`src/common/dsm_pkg.sv`:
```
// Constants, slot classes and helpers for the DS3 to STS-1 envelope mapper
package dsm_pkg;

  // ***************************************************************
  // Envelope geometry, slot indices count from the first POH bit
  // ***************************************************************
  localparam int unsigned SLOT_W = 10;
  localparam logic [3:0] ROW_LAST = 4'h8;
  localparam logic [3:0] ROWS = 4'h9;
  localparam logic [9:0] POH_BITS = 10'h008;
  localparam logic [9:0] LEAD_FIX_END = 10'h03b;
  localparam logic [9:0] CTRL_STRIDE = 10'h07d;
  localparam logic [9:0] CTRL_AREA_END = 10'h2ac;
  localparam logic [9:0] SO_POS = 10'h2ae;
  localparam logic [9:0] TAIL_DATA_POS = 10'h2af;
  localparam logic [9:0] SLOT_LAST = 10'h2b7;

  // ***************************************************************
  // Bit counts per row and per envelope
  // ***************************************************************
  localparam logic [9:0] FIX_PER_ROW = 10'h03b;
  localparam logic [9:0] DATA_PER_ROW = 10'h26d;
  localparam logic [9:0] CTRL_PER_ROW = 10'h005;
  localparam logic [9:0] SO_PER_ROW = 10'h001;
  localparam logic [9:0] OH_PER_ROW = 10'h002;
  localparam logic [2:0] SO_MIN = 3'h2;
  localparam logic [2:0] SO_NOM = 3'h3;
  localparam logic [2:0] SO_MAX = 3'h4;
  localparam logic [2:0] CTRL_VOTE = 3'h3;
  localparam logic [12:0] DS3_NOM_BITS = 13'h15d8;
  localparam logic FIX_VALUE = 1'b0;

  typedef enum logic [2:0] {
    CLS_POH = 3'b000,
    CLS_FIX = 3'b001,
    CLS_DATA = 3'b010,
    CLS_CTRL = 3'b011,
    CLS_SO = 3'b100,
    CLS_OH = 3'b101
  } dsm_class_t;

  // Bit type of a slot within a row
  function automatic dsm_class_t dsm_slot_class(input logic [9:0] s);
    logic [9:0] off;
    off = s - LEAD_FIX_END;
    if (s < POH_BITS)
      return CLS_POH;
    else if (s < LEAD_FIX_END)
      return CLS_FIX;
    else if (s < CTRL_AREA_END)
      return ((off % CTRL_STRIDE) == 10'h000) ? CLS_CTRL : CLS_DATA;
    else if (s < SO_POS)
      return CLS_OH;
    else if (s == SO_POS)
      return CLS_SO;
    else if (s == TAIL_DATA_POS)
      return CLS_DATA;
    else
      return CLS_FIX;
  endfunction

  // Majority of five indicator bits says stuff
  function automatic logic dsm_stuff_vote(input logic [2:0] ones);
    return ones >= CTRL_VOTE;
  endfunction

endpackage

```
`src/hdl/dsm_fifo.sv`:
```
// Small first-word-fall-through FIFO for the DS3 bit stream
`timescale 1ns/1ps
module dsm_fifo #(
  parameter int unsigned WIDTH = 1,
  parameter int unsigned DEPTH = 8,
  parameter int unsigned AW = $clog2(DEPTH)
) (
  input wire logic clk_in,
  input wire logic resetn_in,
  input wire logic in_valid_in,
  output logic in_ready_out,
  input wire logic [WIDTH-1:0] in_data_in,
  output logic out_valid_out,
  input wire logic out_ready_in,
  output logic [WIDTH-1:0] out_data_out,
  output logic [AW:0] fill_out
);

  logic [WIDTH-1:0] mem_q [DEPTH];
  logic [AW-1:0] wr_q;
  logic [AW-1:0] rd_q;
  logic [AW:0] count_q;
  logic [AW:0] count_d;
  logic push;
  logic pop;

  assign push = in_valid_in && in_ready_out;
  assign pop = out_ready_in && out_valid_out;
  assign out_valid_out = count_q != '0;
  assign out_data_out = mem_q[rd_q];
  assign fill_out = count_q;

  always_comb
  begin
    count_d = count_q;
    if (push && !pop)
      count_d = count_q + 1'b1;
    else if (pop && !push)
      count_d = count_q - 1'b1;
  end

  always_ff @(posedge clk_in)
  begin
    if (push)
      mem_q[wr_q] <= in_data_in;
  end

  always_ff @(posedge clk_in or negedge resetn_in)
  begin
    if (!resetn_in)
    begin
      wr_q <= '0;
      rd_q <= '0;
      count_q <= '0;
      in_ready_out <= 1'b0;
    end
    else
    begin
      if (push)
        wr_q <= (wr_q == AW'(DEPTH - 1)) ? '0 : wr_q + 1'b1;
      if (pop)
        rd_q <= (rd_q == AW'(DEPTH - 1)) ? '0 : rd_q + 1'b1;
      count_q <= count_d;
      in_ready_out <= count_d < (AW + 1)'(DEPTH);
    end
  end

endmodule

```
`src/hdl/dsm_mapper.sv`:
```
// DS3 into STS-1 envelope bit mapper and demapper with bit justification
`timescale 1ns/1ps
module dsm_mapper
  import dsm_pkg::*;
#(
  parameter int unsigned FIFO_DEPTH = 8,
  parameter int unsigned FILL_W = $clog2(FIFO_DEPTH) + 1,
  parameter logic [FILL_W-1:0] FILL_THRESH = FILL_W'(FIFO_DEPTH / 2)
) (
  input wire logic ref_clk_in,
  input wire logic resetn_in,
  input wire logic ds3_tx_bit_in,
  input wire logic ds3_tx_valid_in,
  output logic ds3_tx_ready_out,
  input wire logic sts_tx_req_in,
  output logic sts_tx_bit_out,
  output logic sts_tx_valid_out,
  output logic sts_tx_pay_out,
  output logic sts_tx_spe_start_out,
  output logic tx_underrun_out,
  input wire logic oh_tx_en_in,
  input wire logic [1:0] oh_tx_bits_in,
  input wire logic sts_rx_bit_in,
  input wire logic sts_rx_valid_in,
  input wire logic sts_rx_spe_start_in,
  output logic ds3_rx_bit_out,
  output logic ds3_rx_valid_out,
  output logic [1:0] oh_rx_bits_out,
  output logic [12:0] ds3_rx_env_bits_out
);

  // ***************************************************************
  // Input FIFO
  // ***************************************************************
  logic fifo_valid;
  logic fifo_bit;
  logic fifo_pop;
  logic [FILL_W-1:0] fifo_fill;

  dsm_fifo #(
    .WIDTH(1),
    .DEPTH(FIFO_DEPTH)
  ) u_fifo (
    .clk_in(ref_clk_in),
    .resetn_in(resetn_in),
    .in_valid_in(ds3_tx_valid_in),
    .in_ready_out(ds3_tx_ready_out),
    .in_data_in(ds3_tx_bit_in),
    .out_valid_out(fifo_valid),
    .out_ready_in(fifo_pop),
    .out_data_out(fifo_bit),
    .fill_out(fifo_fill)
  );

  // ***************************************************************
  // Mapper slot sequencing
  // ***************************************************************
  logic [9:0] tx_slot_q;
  logic [3:0] tx_row_q;
  logic so_data_q;
  logic [2:0] so_cnt_q;
  logic [2:0] so_base;
  logic [3:0] rows_left;
  logic so_dec;
  dsm_class_t tx_cls;
  dsm_class_t tx_out_cls_q;

  assign tx_cls = dsm_slot_class(tx_slot_q);
  assign so_base = (tx_row_q == '0) ? '0 : so_cnt_q;
  assign rows_left = ROWS - tx_row_q;
  // Data when FIFO is at least half full (FILL_THRESH), forced to keep 2..4 per envelope
  assign so_dec = ((so_base < SO_MAX) && (fifo_fill >= FILL_THRESH))
                  || ({1'b0, SO_MIN - so_base} >= rows_left && so_base < SO_MIN);
  assign fifo_pop = sts_tx_req_in && fifo_valid
                    && ((tx_cls == CLS_DATA) || (tx_cls == CLS_SO && so_data_q));

  always_ff @(posedge ref_clk_in or negedge resetn_in)
  begin
    if (!resetn_in)
    begin
      tx_slot_q <= '0;
      tx_row_q <= '0;
    end
    else if (sts_tx_req_in)
    begin
      // Nine rows per envelope, one envelope per 9 x 696 requests
      if (tx_slot_q == SLOT_LAST)
      begin
        tx_slot_q <= '0;
        tx_row_q <= (tx_row_q == ROW_LAST) ? '0 : tx_row_q + 1'b1;
      end
      else
        tx_slot_q <= tx_slot_q + 1'b1;
    end
  end

  always_ff @(posedge ref_clk_in or negedge resetn_in)
  begin
    if (!resetn_in)
    begin
      so_data_q <= 1'b0;
      so_cnt_q <= '0;
    end
    else if (sts_tx_req_in && tx_slot_q == '0)
    begin
      so_data_q <= so_dec;
      so_cnt_q <= so_base + {2'b00, so_dec};
    end
  end

  // ***************************************************************
  // Mapper output bit
  // ***************************************************************
  always_ff @(posedge ref_clk_in or negedge resetn_in)
  begin
    if (!resetn_in)
    begin
      sts_tx_bit_out <= 1'b0;
      sts_tx_valid_out <= 1'b0;
      sts_tx_pay_out <= 1'b0;
      sts_tx_spe_start_out <= 1'b0;
      tx_underrun_out <= 1'b0;
      tx_out_cls_q <= CLS_POH;
    end
    else
    begin
      sts_tx_valid_out <= sts_tx_req_in;
      if (sts_tx_req_in)
      begin
        tx_out_cls_q <= tx_cls;
        sts_tx_spe_start_out <= (tx_slot_q == '0) && (tx_row_q == '0);
        sts_tx_pay_out <= tx_cls != CLS_POH;
        unique case (tx_cls)
          CLS_POH: sts_tx_bit_out <= FIX_VALUE;
          CLS_FIX: sts_tx_bit_out <= FIX_VALUE;
          CLS_DATA: sts_tx_bit_out <= fifo_valid ? fifo_bit : FIX_VALUE;
          CLS_CTRL: sts_tx_bit_out <= !so_data_q;
          CLS_SO: sts_tx_bit_out <= (so_data_q && fifo_valid) ? fifo_bit : FIX_VALUE;
          CLS_OH: sts_tx_bit_out <= oh_tx_en_in ? oh_tx_bits_in[tx_slot_q[0]]
                                                : FIX_VALUE;
        endcase
        if ((tx_cls == CLS_DATA || (tx_cls == CLS_SO && so_data_q)) && !fifo_valid)
          tx_underrun_out <= 1'b1;
      end
      else
        sts_tx_spe_start_out <= 1'b0;
    end
  end

  // ***************************************************************
  // Demapper
  // ***************************************************************
  logic rx_sync_q;
  logic [9:0] rx_slot_q;
  logic [9:0] rx_slot;
  logic [2:0] rx_ones_q;
  logic [12:0] rx_env_cnt_q;
  logic rx_take;
  logic rx_row_end;
  logic [3:0] rx_row_q;
  dsm_class_t rx_cls;

  assign rx_slot = sts_rx_spe_start_in ? '0 : rx_slot_q;
  assign rx_cls = dsm_slot_class(rx_slot);
  assign rx_take = sts_rx_valid_in && (rx_sync_q || sts_rx_spe_start_in)
                   && ((rx_cls == CLS_DATA)
                   || (rx_cls == CLS_SO && !dsm_stuff_vote(rx_ones_q)));
  assign rx_row_end = rx_slot == SLOT_LAST;

  always_ff @(posedge ref_clk_in or negedge resetn_in)
  begin
    if (!resetn_in)
    begin
      rx_sync_q <= 1'b0;
      rx_slot_q <= '0;
      rx_row_q <= '0;
      rx_ones_q <= '0;
    end
    else if (sts_rx_valid_in && (rx_sync_q || sts_rx_spe_start_in))
    begin
      rx_sync_q <= 1'b1;
      rx_slot_q <= rx_row_end ? '0 : rx_slot + 1'b1;
      if (sts_rx_spe_start_in)
        rx_row_q <= '0;
      else if (rx_row_end)
        rx_row_q <= (rx_row_q == ROW_LAST) ? '0 : rx_row_q + 1'b1;
      if (rx_cls == CLS_POH)
        rx_ones_q <= '0;
      else if (rx_cls == CLS_CTRL && sts_rx_bit_in)
        rx_ones_q <= rx_ones_q + 1'b1;
    end
  end

  always_ff @(posedge ref_clk_in or negedge resetn_in)
  begin
    if (!resetn_in)
    begin
      ds3_rx_bit_out <= 1'b0;
      ds3_rx_valid_out <= 1'b0;
      oh_rx_bits_out <= '0;
      rx_env_cnt_q <= '0;
      ds3_rx_env_bits_out <= '0;
    end
    else
    begin
      ds3_rx_valid_out <= rx_take;
      if (rx_take)
        ds3_rx_bit_out <= sts_rx_bit_in;
      if (sts_rx_valid_in && rx_sync_q && rx_cls == CLS_OH)
        oh_rx_bits_out[rx_slot[0]] <= sts_rx_bit_in;
      if (sts_rx_valid_in && sts_rx_spe_start_in)
      begin
        ds3_rx_env_bits_out <= rx_env_cnt_q;
        rx_env_cnt_q <= '0;
      end
      else if (rx_take)
        rx_env_cnt_q <= rx_env_cnt_q + 1'b1;
    end
  end

  // ***************************************************************
  // Assertions and helper counters
  // ***************************************************************
  logic [9:0] h_fix_q;
  logic [9:0] h_dat_q;
  logic [9:0] h_ctl_q;
  logic [9:0] h_so_q;
  logic h_row_end;

  assign h_row_end = sts_tx_req_in && tx_slot_q == SLOT_LAST;

  always_ff @(posedge ref_clk_in or negedge resetn_in)
  begin
    if (!resetn_in)
    begin
      h_fix_q <= '0;
      h_dat_q <= '0;
      h_ctl_q <= '0;
      h_so_q <= '0;
    end
    else if (sts_tx_req_in)
    begin
      h_fix_q <= h_row_end ? '0 : h_fix_q + {9'h000, tx_cls == CLS_FIX};
      h_dat_q <= h_row_end ? '0 : h_dat_q + {9'h000, tx_cls == CLS_DATA};
      h_ctl_q <= h_row_end ? '0 : h_ctl_q + {9'h000, tx_cls == CLS_CTRL};
      h_so_q <= h_row_end ? '0 : h_so_q + {9'h000, tx_cls == CLS_SO};
    end
  end
endmodule
```
`config.mk`:
```
export PLATFORM = sky130hd
export DESIGN_NAME = dsm_mapper
export DESIGN_NICKNAME = d
export VERILOG_FILES = /design/src/common/dsm_pkg.sv /design/src/hdl/dsm_fifo.sv /design/src/hdl/dsm_mapper.sv
export SDC_FILE = /design/constraint.sdc
export NUM_CORES = 1
export LEC_CHECK = 0
export ABC_AREA = 1
export ABC_CLOCK_PERIOD_IN_PS = 4200
export CORE_ASPECT_RATIO = 1.75
export CORE_MARGIN = 10
export CORE_UTILIZATION = 52
export CTS_BUF_LIST = sky130_fd_sc_hd__clkbuf_16
export CTS_CLUSTER_DIAMETER = 30
export DETAILED_ROUTE_END_ITERATION = 8
export DONT_BUFFER_PORTS = 1
export GPL_TIMING_DRIVEN = 1
export MAX_ROUTING_LAYER = met4
export PLACE_DENSITY = 0.72
export SYNTH_ARGS = -nofsm -noshare
export SYNTH_HDL_FRONTEND = slang
export SYNTH_SLANG_ARGS = --single-unit
```
`constraint.sdc`:
```
create_clock -name ref_clk_in -period 4.2 [get_ports ref_clk_in]
set_input_delay 0.21 -clock ref_clk_in [delete_from_list [all_inputs] [get_ports ref_clk_in]]
set_output_delay 0.21 -clock ref_clk_in [all_outputs]
set_load 0.05 [all_outputs]
```
==> results.json <==
{
  "max_stage_delay_ps": 430,
  "overflow": 0,
  "vias": 7368,
  "required_ps": 4470,
  "hold_violations": 0,
  "cts_inserted_buffers": 9,
  "synth_nets": 1086,
  "arrival_ps": 4720,
  "die_y_microns": 175,
  "final_max_slew_viol_count": 0,
  "maxCapViolations": 0,
  "synthTopCellsByArea": "dfrtp_1, nand2_1, inv_1",
  "clk_latency_ps": 350,
  "clock_path_buffers": 2,
  "fmax_mhz": 225,
  "cts-root-buf": "clkbuf_16",
  "wirelength_microns": 19400,
  "synth_fa_ha_area_share_pct": 5.95,
  "drt_iter0_markers": 325,
  "synth_warnings": 0,
  "synth_commonest_cells": "nand2_1, inv_1, nor2_1",
  "core_area_sq_um": 13500,
  "avgSynthCellArea_sq_um": 6.87,
  "status": "finished with violations",
  "rsz0062_at_grt": "yes",
  "grt_pass1_wl_microns": 31800,
  "fin_worst_skew_ps": 6.94,
  "synth_most_common_cell": "nand2_1",
  "final_antenna_net_count": 0,
  "grt_use_total_pct": 20.7,
  "nets": 1259,
  "synthMuxAreaShare_pct": 0.315,
  "yosys.area_share.simple_pct": 38.2,
  "cts_max_level": 3,
  "initial_core_util_pct": 53.1,
  "n_antenna_cell": 0,
  "hp-class": "primary input to flip-flop",
  "dominantRegCellSynth": "dfrtp_1",
  "crit_family": "simple AND/OR/NAND/NOR gates",
  "dpl.hpwl_microns": 13700,
  "crit_buf_inv": 7,
  "syn_inst": 1041,
  "path_class": "flip-flop to flip-flop",
  "place_congestion": 0.919,
  "relSlewSlack_pct": 36.3,
  "worst_pin_slew_ps": 946,
  "layout-drive-gt1-share_pct": 33.4,
  "yosysTopAreaCell": "dfrtp_1",
  "grt_pass1_vias": 7230,
  "antenna_found_initial": 0,
  "end_kind": "flip-flop",
  "grt_max_degree": 79,
  "peakVddDrop_mv": 0.293,
  "setup-tns-final_ps": -4460,
  "worstSetupStartpointType": "flip-flop",
  "synth-edff-count": 8,
  "post-route-min-period_ps": 4450,
  "fin_ws_ps": -246,
  "route.detailed.drc": 0,
  "dieArea_sq_um": 19000,
  "synth_top_area_share_pct": 27.3,
  "ys_ff_latch": 86,
  "syn-cell-area_sq_um": 7150,
  "synth_cell_types": 55,
  "fin_util_pct": 72.3,
  "leakage_nw": 4.84,
  "num_rows": 56,
  "die_width_microns": 109,
  "cts_sinks": 86,
  "power.density_nw_per_um2": 502,
  "synth_top_family_by_area": "simple AND/OR/NAND/NOR gates",
  "p_total_mw": 4.89,
  "synth_xor_xnor_area_share_pct": 4.52,
  "cp_max_fo": 8,
  "synth-seq-area-share_pct": 30.7,
  "fin_crit_sh_pct": 106,
  "synth_compound_area_share_pct": 10.1,
  "ys_async_sr_fraction_pct": 90.7,
  "port_buffers": 0,
  "drt-vias-per-instance": 5.29,
  "violations": "negative setup slack",
  "first_pass_iters": 5,
  "slowest_stage": "dfrtp_2",
  "cts_tree": "yes",
  "io_pins": 34,
  "post_drt_wl_per_cell_microns": 14.0,
  "clkTransAtPathRegs_ps": 60,
  "cpMostUsedCell": "nand2_2",
  "area_growth_pct": 36.1,
  "setup_viol": 26
}
[worst register-to-register path, delay by kind of cell, from the launching register on]
kind	cells	cell delay, ps
simple gates	28	2440
buf+inv	7	550
compound gates	4	440
flops	1	430
fa+ha+maj	2	330
xor+xnor	1	170
[layout make-up]
cell class / instances / area [sq um]
Clock buffer: 10 / 250
Clock inverter: 6 / 41.3
Sequential cell: 86 / 2190
Multi-Input combinational cell: 770 / 4950
Tap cell: 174 / 218
Fill cell: 1041 / 3730
Timing Repair Buffer: 174 / 1410
Inverter: 173 / 673
[per-stage QoR]
stage / hold slack (ps) / std cells / cell area, sq um / setup WS, ps
after floorplan: -85.6 / 1041 / 7320 / -133
after global placement: -82.2 / 1323 / 8370 / -256
after detailed placement: -82.4 / 1323 / 8370 / -411
after CTS: 0.0381 / 1376 / 9310 / -212
after global routing: 12.0 / 1393 / 9730 / -615
final: 5.39 / 1393 / 9730 / -246
[report_power, final]
| part | internal (mW) | switching (mW) |
|---|---|---|
| Clock | 0.438 | 0.348 |
| Sequential | 0.958 | 0.209 |
| Combinational | 1.25 | 1.68 |
[worst paths after layout]
| kind | startpoint | to | slack [ps] | cells after the start |
|---|---|---|---|---|
| setup / recovery | tx_slot_q[0] | flip-flop | -250 | 42 |
| min in group asynchronous | resetn_in | ds3_rx_env_bits_out[7] | 420 | 2 |
| hold reg to reg | rx_sync_q | rx_sync_q | 480 | 1 |
| max in group asynchronous | resetn_in | tx_slot_q[0] | 3430 | 2 |
| hold / removal | sts_rx_bit_in | oh_rx_bits_out[0] | 5 | 2 |
| setup reg to reg | tx_slot_q[0] | flip-flop | -250 | 42 |
[placed cells by master (no fill, tap or decap), types with 20 or more instances in the layout]
cell / netlist / layout
a21oi_1: 28 / 23
nand3_1: 84 / 66
buf_4: 2 / 153
inv_1: 166 / 143
nand4_1: 25 / 25
nor2_4: 5 / 25
nand2_2: 27 / 69
ha_1: 34 / 25
o21ai_0: 47 / 40
inv_2: 4 / 20
dfrtp_1: 78 / 77
nand2_1: 268 / 212
nor2_1: 107 / 89
xor2_1: 26 / 24
[logic make-up after synthesis]
kind of cell    after synthesis
compound gates              116
flops                        86
fa+ha+maj                    34
mux                           2
buf+inv                     186
xor+xnor                     33
simple gates                584
[per-layer routing]
layer | GRT usage [%] | vias to the layer above | wire [microns]
li1 | - | 3704 | -
met1 | 20.2 | 3458 | 7220
met2 | 38.5 | 150 | 11000
met3 | 3.43 | 56 | 613
met4 | 8.94 | 0 | 617
met5 | - | - | 0
[what timing repair did]
action,4_1_cts,5_1_grt
pin swaps,51,78
hold endpoints to repair,90,0
buffers inserted,31,17
hold buffers,5,0
endpoints found under the setup margin,25,30
resized for setup,89,80
gates cloned,1,1
[state kept, by name (all words and copies together) (netlist names), 3 cells and up, named ones only]
| signal | count |
|---|---|
| ds3_rx_env_bits_out | 13 |
| rx_env_cnt_q | 13 |
| rx_slot_q | 10 |
| tx_slot_q | 10 |
| u_fifo.mem_q | 8 |
| tx_row_q | 4 |
| rx_ones_q | 3 |
| so_cnt_q | 3 |
| u_fifo.fill_out | 3 |
| u_fifo.rd_q | 3 |
| u_fifo.wr_q | 3 |
Power figures use the tool's default switching activity.
